File: src/verilog/seq_defines.vh
// Constants shared by the sequencer core, its assertions and its bench.
`ifndef SEQ_DEFINES_VH
`define SEQ_DEFINES_VH
`define SEQ_PC_W 11
`define SEQ_PAGE_W 4
`define SEQ_SP_RESET 2'h3
`define SEQ_PC_RESET 11'h000
`define SEQ_CALL_PAGE 4'h2
`define SEQ_TICK_LAST 2'h3
`define SEQ_RAM_WORDS 64
`define SEQ_ST_FETCH 1'b0
`define SEQ_ST_TABLE 1'b1
`define SEQ_CLS_MISC 2'h0
`define SEQ_CLS_BIT 2'h1
`define SEQ_CLS_IMM 2'h2
`define SEQ_CLS_TAB 2'h3
`define SEQ_SUB_0 2'h0
`define SEQ_SUB_1 2'h1
`define SEQ_SUB_2 2'h2
`define SEQ_SUB_3 2'h3
`define SEQ_M_ADD_MEM 6'h01
`define SEQ_M_ADD_CARRY 6'h02
`define SEQ_M_ROTATE 6'h03
`define SEQ_M_SET_CARRY 6'h04
`define SEQ_M_CLR_CARRY 6'h05
`define SEQ_M_SET_TOPBIT 6'h06
`define SEQ_M_RETURN 6'h07
`define SEQ_M_RETURN_SKIP 6'h08
`define SEQ_M_E_FROM_BA 6'h09
`define SEQ_M_BA_FROM_E 6'h0A
`define SEQ_M_D_FROM_A 6'h0B
`define SEQ_M_A_FROM_MEM 6'h0C
`define SEQ_M_MEM_FROM_A 6'h0D
`define SEQ_M_CMP_SKIP 6'h0E
`define SEQ_M_B_FROM_A 6'h0F
`define SEQ_M_A_FROM_B 6'h10
`define SEQ_M_CARRY_SKIP 6'h11
`define SEQ_ADDR_CTRL 8'h00
`define SEQ_ADDR_STATUS 8'h04
`define SEQ_ADDR_REGS 8'h08
`define SEQ_CTRL_RUN 0
`define SEQ_CTRL_BACKUP 1
`define SEQ_RESP_OKAY 2'h0
`define SEQ_RESP_SLVERR 2'h2
`endif

File: src/verilog/seq_stack_slot.v
// One return-address slot of the call stack.
`timescale 1ns/1ps
`default_nettype none
module seq_stack_slot #(
    parameter WIDTH = 11
) (
    input wire aclk,
    input wire aresetn,
    input wire load,
    input wire [WIDTH-1:0] din,
    output reg [WIDTH-1:0] dout
);
    always @(posedge aclk) begin
        if (!aresetn) begin
            dout <= {WIDTH{1'b0}};
        end else if (load) begin
            dout <= din;
        end
    end
endmodule
`default_nettype wire

File: src/verilog/seq_core.v
// Register, flag and program sequencing core of a 4-bit controller.
// Functional notes
// RQ1: Arithmetic unit adds, compares and manipulates bits of 4-bit values.
// RQ2: Add-with-carry sets carry flag on carry out of the nibble sum.
// RQ3: Add-immediate and add-memory leave the carry flag untouched.
// RQ4: Rotate right through carry moves accumulator bit 0 into carry.
// RQ5: Carry-set forces carry to one; carry-clear forces it to zero.
// RQ6: Register E loads from and moves to B/A, B high nibble.
// RQ7: D with accumulator forms 7-bit in-page address for table and jumps.
// RQ8: Table fetch copies ROM bit 8 into carry only when enable set.
// RQ9: Top-bit enable clears at reset or back-up return; set only.
// RQ10: Four stack slots save PC on calls and table fetch.
// RQ11: Table fetch occupies one stack level while it runs.
// RQ12: Two-bit stack pointer increments on push and wraps around.
// RQ13: Stack pointer holds 3 after reset; first call uses slot 0.
// RQ14: Skip nullifies next instruction; skipped table fetch takes one cycle.
// RQ15: PC advances by instruction length or loads jump targets.
// RQ16: PC has page field and 7-bit offset; offset 127 rolls to next page.
// RQ17: RAM pointer is X file plus Y digit; Y selects port bit.
// RQ18: Program words are 9 bits in 128-word pages.
// RQ19: One-word call reaches routines starting in page 2 from anywhere.
// RQ20: Table fetch reads any program memory word as data.
// RQ21: Data memory is 4-bit words with bit set, clear and test-skip.
// RQ22: Skip flag set by true condition, consumed by next instruction slot.
`timescale 1ns/1ps
`default_nettype none
`include "seq_defines.vh"
module seq_core (
    input wire aclk,
    input wire aresetn,
    input wire [7:0] s_axi_awaddr,
    input wire s_axi_awvalid,
    output wire s_axi_awready,
    input wire [31:0] s_axi_wdata,
    input wire [3:0] s_axi_wstrb,
    input wire s_axi_wvalid,
    output wire s_axi_wready,
    output reg [1:0] s_axi_bresp,
    output reg s_axi_bvalid,
    input wire s_axi_bready,
    input wire [7:0] s_axi_araddr,
    input wire s_axi_arvalid,
    output wire s_axi_arready,
    output reg [31:0] s_axi_rdata,
    output reg [1:0] s_axi_rresp,
    output reg s_axi_rvalid,
    input wire s_axi_rready,
    output reg [10:0] rom_addr,
    input wire [8:0] rom_data,
    output reg [7:0] port_d_out,
    input wire [7:0] port_d_in,
    input wire backup_return
);
    reg run;
    reg backup_req;
    reg [1:0] tick_cnt;
    reg state;
    reg [3:0] acc;
    reg [3:0] reg_b;
    reg [2:0] reg_d;
    reg [7:0] reg_e;
    reg carry_flag;
    reg rom_top_bit_ref_enable;
    reg skip;
    reg [1:0] reg_x;
    reg [3:0] reg_y;
    reg [1:0] stack_level_pointer;
    reg [3:0] ram [0:`SEQ_RAM_WORDS-1];
    reg [3:0] next_acc;
    reg [3:0] next_b;
    reg [2:0] next_d;
    reg [7:0] next_e;
    reg next_carry;
    reg next_urs;
    reg next_skip;
    reg [1:0] next_x;
    reg [3:0] next_y;
    reg [10:0] next_pc;
    reg [1:0] next_sp;
    reg next_state;
    reg [7:0] next_port;
    reg push;
    reg ram_we;
    reg [3:0] ram_wdata;
    wire [`SEQ_PC_W*4-1:0] slot_q;
    wire [10:0] pc_inc;
    wire [10:0] ret_addr;
    wire [5:0] ram_pointer;
    wire [3:0] mem;
    wire [4:0] sum_mem;
    wire [4:0] sum_carry;
    wire [4:0] sum_imm;
    wire [6:0] in_page_offset;
    wire [3:0] page_select_bits;
    wire [1:0] cls;
    wire [1:0] sub;
    wire [3:0] imm;
    wire [5:0] misc;
    wire tick;
    wire restart;

    // Instruction clock: one execute slot every fourth system clock.
    assign tick = run && (tick_cnt == `SEQ_TICK_LAST);
    assign restart = backup_return || backup_req;
    assign pc_inc = rom_addr + 11'h001; // RQ16
    assign page_select_bits = rom_addr[10:7];
    assign in_page_offset = {reg_d, acc}; // RQ7
    assign ret_addr = slot_q[stack_level_pointer*`SEQ_PC_W +: `SEQ_PC_W];
    assign ram_pointer = {reg_x, reg_y}; // RQ17
    assign mem = ram[ram_pointer];
    assign sum_mem = {1'b0, acc} + {1'b0, mem}; // RQ1
    assign sum_carry = sum_mem + {4'h0, carry_flag};
    assign sum_imm = {1'b0, acc} + {1'b0, imm};
    assign cls = rom_data[7:6];
    assign sub = rom_data[5:4];
    assign imm = rom_data[3:0];
    assign misc = rom_data[5:0];

    genvar gi;
    generate
        for (gi = 0; gi < 4; gi = gi + 1) begin : g_slot
            seq_stack_slot #(.WIDTH(`SEQ_PC_W)) u_slot (
                .aclk(aclk),
                .aresetn(aresetn),
                .load(push && (next_sp == gi)), // RQ10
                .din(pc_inc),
                .dout(slot_q[gi*`SEQ_PC_W +: `SEQ_PC_W])
            );
        end
    endgenerate

    always @* begin
        next_acc = acc;
        next_b = reg_b;
        next_d = reg_d;
        next_e = reg_e;
        next_carry = carry_flag;
        next_urs = rom_top_bit_ref_enable;
        next_skip = 1'b0;
        next_x = reg_x;
        next_y = reg_y;
        next_pc = pc_inc; // RQ15
        next_sp = stack_level_pointer;
        next_state = `SEQ_ST_FETCH;
        next_port = port_d_out;
        push = 1'b0;
        ram_we = 1'b0;
        ram_wdata = mem;
        if (state == `SEQ_ST_TABLE) begin
            // Second slot of a table fetch: the word at the table address is data.
            next_acc = rom_data[3:0]; // RQ20
            next_b = rom_data[7:4];
            if (rom_top_bit_ref_enable) begin
                next_carry = rom_data[8]; // RQ8
            end
            next_pc = ret_addr; // RQ11
            next_sp = stack_level_pointer - 2'h1;
        end else if (skip) begin
            // A skipped word costs one slot and only advances the counter.
            next_pc = pc_inc; // RQ14
        end else if (rom_data[8]) begin
            if (rom_data[7]) begin
                next_pc = {`SEQ_CALL_PAGE, rom_data[6:0]}; // RQ19
                next_sp = stack_level_pointer + 2'h1; // RQ12
                push = 1'b1;
            end else begin
                next_pc = {page_select_bits, rom_data[6:0]};
            end
        end else begin
            case (cls)
                `SEQ_CLS_TAB: begin
                    if (sub == `SEQ_SUB_0) begin
                        next_pc = {imm, in_page_offset}; // RQ7
                        next_sp = stack_level_pointer + 2'h1; // RQ11
                        push = 1'b1;
                        next_state = `SEQ_ST_TABLE;
                    end else if (sub == `SEQ_SUB_1) begin
                        next_pc = {imm, in_page_offset}; // RQ15
                    end else if (sub == `SEQ_SUB_2) begin
                        next_pc = {imm, in_page_offset};
                        next_sp = stack_level_pointer + 2'h1; // RQ12
                        push = 1'b1;
                    end
                end
                `SEQ_CLS_IMM: begin
                    case (sub)
                        `SEQ_SUB_0: begin
                            next_acc = sum_imm[3:0]; // RQ3
                        end
                        `SEQ_SUB_1: begin
                            next_acc = imm;
                        end
                        `SEQ_SUB_2: begin
                            next_y = imm;
                        end
                        default: begin
                            next_x = imm[1:0];
                        end
                    endcase
                end
                `SEQ_CLS_BIT: begin
                    case (sub)
                        `SEQ_SUB_0: begin
                            ram_we = 1'b1;
                            ram_wdata = mem | (4'h1 << rom_data[1:0]); // RQ21
                        end
                        `SEQ_SUB_1: begin
                            ram_we = 1'b1;
                            ram_wdata = mem & ~(4'h1 << rom_data[1:0]); // RQ21
                        end
                        `SEQ_SUB_2: begin
                            next_skip = ~mem[rom_data[1:0]]; // RQ22
                        end
                        default: begin
                            if (rom_data[1:0] == `SEQ_SUB_0) begin
                                next_port[reg_y[2:0]] = 1'b1; // RQ17
                            end else if (rom_data[1:0] == `SEQ_SUB_1) begin
                                next_port[reg_y[2:0]] = 1'b0;
                            end else if (rom_data[1:0] == `SEQ_SUB_2) begin
                                next_skip = ~port_d_in[reg_y[2:0]]; // RQ17
                            end
                        end
                    endcase
                end
                default: begin
                    case (misc)
                        `SEQ_M_ADD_MEM: begin
                            next_acc = sum_mem[3:0]; // RQ3
                        end
                        `SEQ_M_ADD_CARRY: begin
                            next_acc = sum_carry[3:0];
                            next_carry = sum_carry[4]; // RQ2
                        end
                        `SEQ_M_ROTATE: begin
                            next_acc = {carry_flag, acc[3:1]};
                            next_carry = acc[0]; // RQ4
                        end
                        `SEQ_M_SET_CARRY: begin
                            next_carry = 1'b1; // RQ5
                        end
                        `SEQ_M_CLR_CARRY: begin
                            next_carry = 1'b0; // RQ5
                        end
                        `SEQ_M_SET_TOPBIT: begin
                            next_urs = 1'b1; // RQ9
                        end
                        `SEQ_M_RETURN: begin
                            next_pc = ret_addr; // RQ15
                            next_sp = stack_level_pointer - 2'h1;
                        end
                        `SEQ_M_RETURN_SKIP: begin
                            next_pc = ret_addr;
                            next_sp = stack_level_pointer - 2'h1;
                            next_skip = 1'b1; // RQ22
                        end
                        `SEQ_M_E_FROM_BA: begin
                            next_e = {reg_b, acc}; // RQ6
                        end
                        `SEQ_M_BA_FROM_E: begin
                            next_b = reg_e[7:4]; // RQ6
                            next_acc = reg_e[3:0];
                        end
                        `SEQ_M_D_FROM_A: begin
                            next_d = acc[2:0];
                        end
                        `SEQ_M_A_FROM_MEM: begin
                            next_acc = mem;
                        end
                        `SEQ_M_MEM_FROM_A: begin
                            ram_we = 1'b1;
                            ram_wdata = acc;
                        end
                        `SEQ_M_CMP_SKIP: begin
                            next_skip = (acc == mem); // RQ1
                        end
                        `SEQ_M_B_FROM_A: begin
                            next_b = acc;
                        end
                        `SEQ_M_A_FROM_B: begin
                            next_acc = reg_b;
                        end
                        `SEQ_M_CARRY_SKIP: begin
                            next_skip = carry_flag;
                        end
                        default: begin
                            next_acc = acc;
                        end
                    endcase
                end
            endcase
        end
    end

    always @(posedge aclk) begin
        if (!aresetn) begin
            tick_cnt <= 2'h0;
        end else if (run) begin
            tick_cnt <= tick_cnt + 2'h1;
        end
    end

    // The back-up return acts like a reset of the sequencer only;
    // the RAM keeps its contents because that is the point of back-up.
    always @(posedge aclk) begin
        if (!aresetn || restart) begin
            state <= `SEQ_ST_FETCH;
            acc <= 4'h0;
            reg_b <= 4'h0;
            reg_d <= 3'h0;
            reg_e <= 8'h00;
            carry_flag <= 1'b0;
            rom_top_bit_ref_enable <= 1'b0; // RQ9
            skip <= 1'b0;
            reg_x <= 2'h0;
            reg_y <= 4'h0;
            rom_addr <= `SEQ_PC_RESET;
            stack_level_pointer <= `SEQ_SP_RESET; // RQ13
            port_d_out <= 8'h00;
        end else if (tick) begin
            state <= next_state;
            acc <= next_acc;
            reg_b <= next_b;
            reg_d <= next_d;
            reg_e <= next_e;
            carry_flag <= next_carry;
            rom_top_bit_ref_enable <= next_urs;
            skip <= next_skip; // RQ22
            reg_x <= next_x;
            reg_y <= next_y;
            rom_addr <= next_pc; // RQ18
            stack_level_pointer <= next_sp; // RQ12
            port_d_out <= next_port;
        end
    end

    always @(posedge aclk) begin
        if (tick && ram_we && !restart) begin
            ram[ram_pointer] <= ram_wdata;
        end
    end

    reg aw_hold;
    reg w_hold;
    reg [7:0] aw_addr_q;
    reg [31:0] w_data_q;
    reg [3:0] w_strb_q;
    wire aw_take;
    wire w_take;
    wire do_write;
    wire [7:0] wr_addr;
    wire [31:0] wr_data;
    wire [3:0] wr_strb;

    assign s_axi_awready = !aw_hold && !s_axi_bvalid;
    assign s_axi_wready = !w_hold && !s_axi_bvalid;
    assign s_axi_arready = !s_axi_rvalid;
    assign aw_take = s_axi_awvalid && s_axi_awready;
    assign w_take = s_axi_wvalid && s_axi_wready;
    assign do_write = (aw_hold || aw_take) && (w_hold || w_take);
    assign wr_addr = aw_hold ? aw_addr_q : s_axi_awaddr;
    assign wr_data = w_hold ? w_data_q : s_axi_wdata;
    assign wr_strb = w_hold ? w_strb_q : s_axi_wstrb;

    // Address and data may arrive in either order; the response waits for both.
    always @(posedge aclk) begin
        if (!aresetn) begin
            aw_hold <= 1'b0;
            w_hold <= 1'b0;
            aw_addr_q <= 8'h00;
            w_data_q <= 32'h00000000;
            w_strb_q <= 4'h0;
            s_axi_bvalid <= 1'b0;
            s_axi_bresp <= `SEQ_RESP_OKAY;
            run <= 1'b0;
            backup_req <= 1'b0;
        end else begin
            backup_req <= 1'b0;
            if (s_axi_bvalid && s_axi_bready) begin
                s_axi_bvalid <= 1'b0;
            end
            if (do_write) begin
                aw_hold <= 1'b0;
                w_hold <= 1'b0;
                s_axi_bvalid <= 1'b1;
                if (wr_addr[7:2] == `SEQ_ADDR_CTRL >> 2) begin
                    s_axi_bresp <= `SEQ_RESP_OKAY;
                    if (wr_strb[0]) begin
                        run <= wr_data[`SEQ_CTRL_RUN];
                        backup_req <= wr_data[`SEQ_CTRL_BACKUP];
                    end
                end else if (wr_addr[7:2] == `SEQ_ADDR_STATUS >> 2) begin
                    s_axi_bresp <= `SEQ_RESP_OKAY;
                end else if (wr_addr[7:2] == `SEQ_ADDR_REGS >> 2) begin
                    s_axi_bresp <= `SEQ_RESP_OKAY;
                end else begin
                    s_axi_bresp <= `SEQ_RESP_SLVERR;
                end
            end else begin
                if (aw_take) begin
                    aw_hold <= 1'b1;
                    aw_addr_q <= s_axi_awaddr;
                end
                if (w_take) begin
                    w_hold <= 1'b1;
                    w_data_q <= s_axi_wdata;
                    w_strb_q <= s_axi_wstrb;
                end
            end
        end
    end

    always @(posedge aclk) begin
        if (!aresetn) begin
            s_axi_rvalid <= 1'b0;
            s_axi_rdata <= 32'h00000000;
            s_axi_rresp <= `SEQ_RESP_OKAY;
        end else if (s_axi_rvalid) begin
            if (s_axi_rready) begin
                s_axi_rvalid <= 1'b0;
            end
        end else if (s_axi_arvalid) begin
            s_axi_rvalid <= 1'b1;
            s_axi_rresp <= `SEQ_RESP_OKAY;
            if (s_axi_araddr[7:2] == `SEQ_ADDR_CTRL >> 2) begin
                s_axi_rdata <= {31'h00000000, run};
            end else if (s_axi_araddr[7:2] == `SEQ_ADDR_STATUS >> 2) begin
                s_axi_rdata <= {11'h000, run, state, skip, rom_top_bit_ref_enable,
                                carry_flag, 2'h0, stack_level_pointer, 1'b0, rom_addr};
            end else if (s_axi_araddr[7:2] == `SEQ_ADDR_REGS >> 2) begin
                s_axi_rdata <= {reg_y, 2'h0, reg_x, reg_e, 5'h00, reg_d, reg_b, acc};
            end else begin
                s_axi_rdata <= 32'h00000000;
                s_axi_rresp <= `SEQ_RESP_SLVERR;
            end
        end
    end
endmodule
`default_nettype wire

File: config.mk
export PLATFORM = sky130hd
export DESIGN_NAME = seq_core
export DESIGN_NICKNAME = d
export VERILOG_FILES = /design/src/verilog/seq_stack_slot.v /design/src/verilog/seq_core.v
export VERILOG_INCLUDE_DIRS = /design/src /design/src/verilog
export SDC_FILE = /design/constraint.sdc
export NUM_CORES = 1
export LEC_CHECK = 0
export ABC_AREA = 1
export ABC_CLOCK_PERIOD_IN_PS = 5340
export BUFFER_PORTS_ARGS = -buffer_cell sky130_fd_sc_hd__buf_4
export CAP_MARGIN = 20
export CORE_MARGIN = 8
export CORE_UTILIZATION = 65
export DETAILED_ROUTE_END_ITERATION = 8
export GPL_ROUTABILITY_DRIVEN = 0
export PLACE_DENSITY = 0.85
export SKIP_LAST_GASP = 1
export SYNTH_ARGS = -nofsm -noshare
export SYNTH_HDL_FRONTEND = slang
export SYNTH_HIERARCHICAL = 1
export SYNTH_SLANG_ARGS = --single-unit
export TNS_END_PERCENT = 100
File: constraint.sdc
create_clock -name aclk -period 5.34 [get_ports aclk]
set_input_delay 0 -clock aclk [delete_from_list [all_inputs] [get_ports aclk]]
set_output_delay 0 -clock aclk [all_outputs]
set_load 0.01 [all_outputs]
==> out/metrics.yaml, run 1 <==
timing:
  final.setup_skew_ns: 0.01388
  setup_viol: 0
  setup_repair_after_global_routing_missed_its_margin: "no"
  timing.final.ws_setup_ns: 0.8135
  slew_headroom_pct: 33.68
  max_slew.worst_pin.slew_ns: 0.9858
  totalNegativeSetupSlack_ns: 0
  post-route-period-util_pct: 84.77
  min_period_ns: 4.527
  timing.fmax_mhz: 220.9
  final_max_slew_viol_count: 0
  final-hold-violation-count: 0
clock_tree:
  cts_inserted_buffers: 43
  cts_tree: "done"
  cts_resized: 0
  clockBufferDepth: 3
  htree_levels: 2
  cts_clock_pin_slew_for_the_worst_setup_and_hold_paths_ns: 0.06
  cts-root-buf: "sky130_fd_sc_hd__clkbuf_16"
  cts.sink_count: 396
  clkLatencyLatePin_ns: 0.54
layout:
  fin_util_pct: 74.00
  multiInputGateArea_um2: 7476
  area_growth_pct: 13.29
  mostFrequentLayoutCell: "sky130_fd_sc_hd__nand2_1"
  area.sequential_um2: 10500
  layout_common_cells: "sky130_fd_sc_hd__nand2_1, sky130_fd_sc_hd__edfxtp_1, sky130_fd_sc_hd__nor2_1, sky130_fd_sc_hd__inv_1, sky130_fd_sc_hd__dfxtp_1"
  drive_above_1_share_pct: 8.273
  filler_cell_count: 2086
  layout.nets: 2542
routing:
  drt_first_iter_violations: 2304
  drt-wirelength-per-cell_um: 18.38
  total_wire_length_after_detailed_routing_um: 52730
  drt.antenna.violating_nets: 0
  route.detailed.drc: 0
  drt_first_pass_iters: 8
  overall_via_count_from_detail_route: 17116
  viasPerCell: 5.966
hold_path:
  hold_path_depth: 8
  hold_end: "skip"
  hold_path_startpoint: "port_d_in[6]"
  worstHoldPathType: "input pin to flip-flop"
global_routing:
  grt_pass1_wl_um: 83410
  first_global_vias: 16427
  grt_max_degree: 74
  global_route_usage_over_all_layers_pct: 28.95
  antenna_found_initial: 0
  grt-ovfl-total: 0
placed_design:
  dpl.hpwl_um: 32690
  place_ws_ns: 0.9255
  port-buffer-count: 92
setup_path:
  worst-endpoint-required_ns: 5.76
  critPathCaptureType: "flip-flop"
  worstPathBufferInverterCount: 3
  crit_path_cell_trace: "clkinv_2 -> buf_4 -> nand2_1 -> nand2_1 -> nand2_1 -> nand2_1 -> nand2_1 -> nand2_1 -> nand2_1 -> nand2_1 -> nor2_2 -> nand2_2 -> ha_1 -> fa_1 -> xnor2_1 -> inv_1 -> nor2_1 -> nor3_1 -> a221oi_1 -> o2111ai_1 -> nand2_1 -> nand2_1 -> nand2_1 -> a21oi_1"
  cpMostUsedCell: "sky130_fd_sc_hd__nand2_1"
  timing.critical_path.max_delay_family: "simple AND/OR/NAND/NOR gates"
  slowest_delay_ns: 0.74
  ff2ff_path_depth: 24
  critical_path.reg2reg.endpoint: "acc[2]"
  critPathKind: "flip-flop to flip-flop"
  worst-r2r-setup-slack_ns: 0.81
  cp_max_fo: 53
  startpoint_type: "flip-flop"
  cp_data_arrival_time_ns: 4.95
  r2r-start: "reg_y[0]"
  slowest_cell_on_the_critical_path: "sky130_fd_sc_hd__dfxtp_4"
  cp_num_cells: 24
pwr:
  p_per_area_nw_per_um2: 303.8
  vdd_drop_max_v: 0.0003013
  pleak_nw: 8.972
yosys:
  yosys_warnings: 6
  syn_avg_cell_area_um2: 8.116
  synthArstFlopShare_pct: 0
  synth_seq_area_share_pct: 54.77
  yosysUniqueCellTypes: 49
  syn-cell-area_um2: 19150
  yosys_register_bits: 396
  postSynthCellCount: 2360
  synth-edff-count: 256
  most_used_dff_post_synth: "sky130_fd_sc_hd__edfxtp_1"
flow_run:
  max_cap_viol_count: 0
die:
  io_pins: 137
  chip_height_um: 187.7
  rows: 63
  initial_utilization_pct: 65.32
  die-area_um2: 35220
  core-area_um2: 29320
  die_x_um: 187.7
status:
  run_status: "completed"
==> Yosys cell counts (13+ instances only) <==
cell type	n	area, µm²
sky130_fd_sc_hd__nor2_1	236	885.9
sky130_fd_sc_hd__ha_1	15	187.7
sky130_fd_sc_hd__inv_1	152	570.6
sky130_fd_sc_hd__a21oi_1	135	675.7
sky130_fd_sc_hd__nand2_1	1002	3761
sky130_fd_sc_hd__dfxtp_1	140	2803
sky130_fd_sc_hd__nand3_1	35	175.2
sky130_fd_sc_hd__a221oi_1	14	122.6
sky130_fd_sc_hd__edfxtp_1	256	7687
sky130_fd_sc_hd__nor3_1	25	125.1
sky130_fd_sc_hd__o211ai_1	24	180.2
sky130_fd_sc_hd__buf_6	13	146.4
sky130_fd_sc_hd__buf_2	28	140.1
sky130_fd_sc_hd__o21ai_0	92	460.4
sky130_fd_sc_hd__clkbuf_1	56	210.2
==> kinds of logic after synthesis <==
group           Yosys count  synth area share [%]
compound gates          328                 10.03
xor+xnor                 13                0.5944
fa+ha+maj                17                 1.189
buf+inv                 277                 6.336
flops                   396                 54.77
mux                       2                0.1045
other cells               1               0.01958
simple gates           1326                 26.96
==> state kept, by name (all words and copies together), names as in the netlist, 3 cells and up, named ones only <==
name / flops
reg_d: 3
acc: 4
ram: 256
s_axi_rdata: 27
reg_b: 4
reg_e: 8
g_slot.u_slot/dout: 44
aw_addr_q: 6
rom_addr: 11
reg_y: 4
==> worst max-delay path by stage <==
stage | to | from
4_1_cts | acc[2] | reg_y[0]
5_1_grt | acc[2] | reg_y[0]
3_3_place_gp | acc[2] | reg_y[0]
2_1_floorplan | acc[2] | reg_y[0]
3_5_place_dp | acc[2] | reg_y[0]
6_report | acc[2] | reg_y[0]
==> worst register-to-register path: stages, from the launching register on <==
cell and delay (ns):
sky130_fd_sc_hd__dfxtp_4 0.74, sky130_fd_sc_hd__clkinv_2 0.50, sky130_fd_sc_hd__buf_4 0.38, sky130_fd_sc_hd__nand2_1 0.10, sky130_fd_sc_hd__nand2_1 0.05, sky130_fd_sc_hd__nand2_1 0.06, sky130_fd_sc_hd__nand2_1 0.07, sky130_fd_sc_hd__nand2_1 0.06
sky130_fd_sc_hd__nand2_1 0.13, sky130_fd_sc_hd__nand2_1 0.09, sky130_fd_sc_hd__nand2_1 0.06, sky130_fd_sc_hd__nor2_2 0.13, sky130_fd_sc_hd__nand2_2 0.11, sky130_fd_sc_hd__ha_1 0.24, sky130_fd_sc_hd__fa_1 0.45, sky130_fd_sc_hd__xnor2_1 0.36
sky130_fd_sc_hd__inv_1 0.10, sky130_fd_sc_hd__nor2_1 0.11, sky130_fd_sc_hd__nor3_1 0.06, sky130_fd_sc_hd__a221oi_1 0.22, sky130_fd_sc_hd__o2111ai_1 0.15, sky130_fd_sc_hd__nand2_1 0.09, sky130_fd_sc_hd__nand2_1 0.05, sky130_fd_sc_hd__nand2_1 0.06
sky130_fd_sc_hd__a21oi_1 0.06
==> metrics by stage <==
| step | hold WS [ns] | total power, mW | instances | area, µm² |
|---|---|---|---|---|
| final | 0.05628 | 6.593 | 2869 | 21700 |
| after global routing | 0.08656 | 6.761 | 2868 | 21700 |
| after CTS | 0.03852 | 6.578 | 2867 | 21670 |
| after detailed placement | 0.2399 | 3.698 | 2757 | 19950 |
| after global placement | 0.2317 | 3.682 | 2757 | 19950 |
| after floorplan | 0.1204 | 3.588 | 2366 | 19180 |
==> report_power, final <==
part           total [mW]  switching, mW  internal [mW]
registers            3.31         0.0235           3.29
logic               0.364          0.237          0.127
clock network        2.92           1.19           1.73
==> repair_timing <==
action | 4_1_cts | 5_1_grt
setup buffers | 0 | 0
hold endpoints to repair | 81 | 0
hold buffers | 35 | 0
==> metal layers <==
layer  track usage, %  routed length (µm)  share of wire [%]  vias up
met4            14.82                2565                4.9        0
li1                 -                   -                  -     7868
met1            37.22               19800                 38     7848
met3            5.461                6111                 12      247
met2            46.39               24250                 46     1153
met5                0                   0                  0        -
==> area by class of cell <==
class,instances,share of cell area [%]
Tap cell,390,2.249
Sequential cell,396,48.37
Multi-Input combinational cell,1693,34.45
Timing Repair Buffer,151,5.778
Clock inverter,16,0.9283
Antenna cell,1,0.01153
Inverter,163,2.825
Clock buffer,59,5.391
Power figures use the tool's default switching activity.
==> run 2: changes to the inputs <==
--- a/config.mk
+++ b/config.mk
@@ -6,15 +6,15 @@
 export SDC_FILE = /design/constraint.sdc
 export NUM_CORES = 1
 export LEC_CHECK = 0
-export ABC_AREA = 1
-export ABC_CLOCK_PERIOD_IN_PS = 5340
+export ABC_AREA = 0
+export ABC_CLOCK_PERIOD_IN_PS = 4400
 export BUFFER_PORTS_ARGS = -buffer_cell sky130_fd_sc_hd__buf_4
 export CAP_MARGIN = 20
 export CORE_MARGIN = 8
-export CORE_UTILIZATION = 65
+export CORE_UTILIZATION = 61
 export DETAILED_ROUTE_END_ITERATION = 8
 export GPL_ROUTABILITY_DRIVEN = 0
-export PLACE_DENSITY = 0.85
+export PLACE_DENSITY = 0.81
 export SKIP_LAST_GASP = 1
 export SYNTH_ARGS = -nofsm -noshare
 export SYNTH_HDL_FRONTEND = slang
==> constraint.sdc (replaced) <==
create_clock -name aclk -period 4.4 [get_ports aclk]
set_input_delay 0 -clock aclk [delete_from_list [all_inputs] [get_ports aclk]]
set_output_delay 0 -clock aclk [all_outputs]
set_load 0.01 [all_outputs]
==> run 2 against run 1 <==
First-iteration DRC count down 18%. Global-route usage fell by 1.6 points. Area after synthesis decreased by 3.2%. Critical endpoint is now acc[1]. Combinational power shrank 5%. Fmax up 7.3%. Final cell count decreased by 26%.
==> out/metrics.yaml, run 2 <==
routing:
  drt_first_iter_violations: 1884
  drt.antenna.violating_nets: 0
  route.detailed.drc: 0
  total_wire_length_after_detailed_routing_um: 51670
  overall_via_count_from_detail_route: 14172
  drt_first_pass_iters: 6
  drt-wirelength-per-cell_um: 24.45
  viasPerCell: 6.707
yosys:
  synthArstFlopShare_pct: 0
  yosys_warnings: 6
  yosys.area.top_type_share_pct: 41.44
  postSynthCellCount: 1577
  yosys.cell_count.top_type: "sky130_fd_sc_hd__edfxtp_1"
  synth_seq_area_share_pct: 56.55
  most_used_dff_post_synth: "sky130_fd_sc_hd__edfxtp_1"
  syn_avg_cell_area_um2: 11.76
  synth-edff-count: 256
  syn-cell-area_um2: 18550
  synth.cells.most_frequent: "sky130_fd_sc_hd__edfxtp_1, sky130_fd_sc_hd__nor2_1, sky130_fd_sc_hd__dfxtp_1"
  cells_taking_the_most_area_after_synthesis: "sky130_fd_sc_hd__edfxtp_1, sky130_fd_sc_hd__dfxtp_1, sky130_fd_sc_hd__mux2i_1"
  yosys_register_bits: 396
  netlist.top_cell.by_area: "sky130_fd_sc_hd__edfxtp_1"
  yosysUniqueCellTypes: 80
setup_path:
  slowest_delay_ns: 0.53
  timing.critical_path.max_delay_family: "compound AO/OA/AOI/OAI gates"
  worstPathBufferInverterCount: 0
  critPathKind: "flip-flop to flip-flop"
  crit_path_start: "reg_y[1]"
  critical_path.reg2reg.endpoint: "acc[1]"
  r2r-start: "reg_y[1]"
  worst-endpoint-required_ns: 4.80
  critPathCaptureType: "flip-flop"
  worst-r2r-setup-slack_ns: 0.18
  crit_path_cell_trace: "mux4_2 -> mux2i_1 -> o22ai_1 -> a2111oi_4 -> nand4_2 -> ha_1 -> fa_1 -> ha_1 -> mux2_2 -> a22o_1 -> a221o_1 -> o21ai_0 -> a31oi_1"
  critPathCapture: "acc[1]"
  cp_max_fo: 5
  cpMostUsedCell: "sky130_fd_sc_hd__ha_1"
  cp_num_cells: 13
  ff2ff_path_depth: 13
  startpoint_type: "flip-flop"
  slowest_cell_on_the_critical_path: "sky130_fd_sc_hd__mux4_2"
  cp_data_arrival_time_ns: 4.62
die:
  die-area_um2: 36250
  core-area_um2: 30270
  io_pins: 137
  die_x_um: 190.4
  initial_utilization_pct: 61.28
  rows: 64
  chip_height_um: 190.4
pwr:
  comb_power_share_pct: 4.5
  vdd_drop_max_v: 0.0002917
  internal_power_consumption_mw: 6.035
  p_per_area_nw_per_um2: 360.8
  clockPowerShare_pct: 44.1
  power_switching_mw: 1.683
  power_frac_seq_pct: 51.4
  total_power_mw: 7.719
  switching_share_pct: 21.81
  pleak_nw: 7.348
layout:
  layout_common_cells: "sky130_fd_sc_hd__edfxtp_1, sky130_fd_sc_hd__buf_4, sky130_fd_sc_hd__nor2_1, sky130_fd_sc_hd__dfxtp_1, sky130_fd_sc_hd__mux2i_1"
  max_flop_register: "ram"
  largest_register_ffs: 256
  layout.nets: 1779
  finish.instance_area_um2: 21390
  area_growth_pct: 15.33
  filler_cell_count: 2017
  mostFrequentLayoutCell: "sky130_fd_sc_hd__edfxtp_1"
  n_antenna_cell: 0
  layout_top_registers: "ram (256), g_slot.u_slot/dout (44), s_axi_rdata (27)"
  area.sequential_um2: 10500
  multiInputGateArea_um2: 7458
  drive_above_1_share_pct: 17.94
timing:
  fin_hold_ws_ns: 0.02089
  final-hold-violation-count: 0
  timing.fmax_mhz: 237.0
  totalNegativeSetupSlack_ns: 0
  post-route-period-util_pct: 95.91
  final_max_slew_viol_count: 0
  setup_viol: 0
  max_slew.worst_pin.slew_ns: 1.036
  setup_repair_after_global_routing_missed_its_margin: "no"
  final.setup_skew_ns: 0.01950
  min_period_ns: 4.220
  slew_headroom_pct: 30.29
  timing.final.ws_setup_ns: 0.1801
placed_design:
  port-buffer-count: 92
  placed_area_um2: 19750
  place_ws_ns: 0.2306
  dpl.hpwl_um: 32910
clock_tree:
  clockBufferDepth: 3
  cts-root-buf: "sky130_fd_sc_hd__clkbuf_16"
  htree_levels: 2
  clkLatencyLatePin_ns: 0.55
  cts_clock_pin_slew_for_the_worst_setup_and_hold_paths_ns: 0.07
  cts.sink_count: 396
  cts_tree: "done"
  cts_inserted_buffers: 41
global_routing:
  grt-ovfl-total: 0
  global_route_usage_over_all_layers_pct: 27.31
  antenna_found_initial: 0
  first_global_vias: 13612
  grt_max_degree: 93
  grt_pass1_wl_um: 78550
hold_path:
  worstHoldPathType: "input pin to flip-flop"
status:
  run_status: "completed"
flow_run:
  max_cap_viol_count: 0
==> run 2: cell types whose count changed after synthesis, moves of 20 or more <==
cell                       change
sky130_fd_sc_hd__a21oi_1      -60
sky130_fd_sc_hd__a221oi_1     +21
sky130_fd_sc_hd__a22oi_1      +24
sky130_fd_sc_hd__and2_1       +20
sky130_fd_sc_hd__clkbuf_1     +28
sky130_fd_sc_hd__inv_1       -133
sky130_fd_sc_hd__mux2_2       +28
sky130_fd_sc_hd__mux2i_1     +121
sky130_fd_sc_hd__mux4_2       +31
sky130_fd_sc_hd__nand2_1     -898
sky130_fd_sc_hd__nor2_1       -89
sky130_fd_sc_hd__nor2b_1      +75
sky130_fd_sc_hd__o21ai_0      -25
==> run 2: layout make-up <==
cell class,count,share of cell area (%)
inverters,20,0.3509
well taps,396,2.316
flip-flops and latches,396,49.08
repair buffers,189,7.305
clock inverters,23,0.9767
clock buffers,52,5.106
multi-input cells,1037,34.86
==> run 2: how the worst min path moves through the flow <==
| stage | end | cells after the start | startpoint |
|---|---|---|---|
| after global routing | reg_d[0] | 4 | backup_return |
| after CTS | rom_addr[5] | 5 | rom_data[8] |
| final | rom_addr[5] | 5 | rom_data[8] |
| after floorplan | g_slot[0].u_slot/dout[8] | 1 | aresetn |
| after global placement | s_axi_rvalid | 2 | s_axi_arvalid |
| after detailed placement | s_axi_rvalid | 2 | s_axi_arvalid |
==> run 2: metrics by stage <==
| step | utilization, % | std cells |
|---|---|---|
| final | 70.68 | 2113 |
| after floorplan | - | 1583 |
| after global routing | 70.68 | 2113 |
| after detailed placement | 65.25 | 2006 |
| after global placement | 65.25 | 2006 |
| after CTS | 70.51 | 2110 |
==> run 2: cell families (layout without fill, tap and decap cells) <==
group,Yosys count,count (layout),synth area share [%]
adders and majority gates,17,17,1.228
buffers and inverters,150,284,3.683
AOI/OAI and AO/OA,335,335,12.28
DFF,396,396,56.55
and+or+nand+nor,471,471,12.54
other,1,7,0.02022
xor gates and xnor gates,19,19,0.8971
muxes,188,188,12.81
==> run 2: worst min-delay path, stage by stage <==
cell and delay, ns:
sky130_fd_sc_hd__buf_4 0.18, sky130_fd_sc_hd__nand2_1 0.08, sky130_fd_sc_hd__a21oi_1 0.06, sky130_fd_sc_hd__a21oi_1 0.11
sky130_fd_sc_hd__o22ai_1 0.07
==> run 2: routing by layer <==
layer	GRT usage [%]	wire length, µm	up-vias
met5	0	0	-
met4	9.815	2021	0
met3	5.688	6027	189
met2	42.06	23320	1018
met1	37.99	20300	6831
li1	-	-	6134
==> run 2: what timing repair did <==
item | in CTS | in global routing
hold buffers | 29 | 0
setup endpoints to repair | 0 | 3
resized for setup | 0 | 3
endpoints found under the hold margin | 35 | 0
setup buffers | 0 | 1
==> run 2: power groups by stage <==
stage / registers [mW] / logic (mW) / clock network, mW
floorplan: 4.05 / 0.205 / 0
global placement: 4.04 / 0.305 / 0
detailed placement: 4.04 / 0.313 / 0
CTS: 3.96 / 0.337 / 3.42
global route: 3.96 / 0.373 / 3.57
finish: 3.96 / 0.347 / 3.41
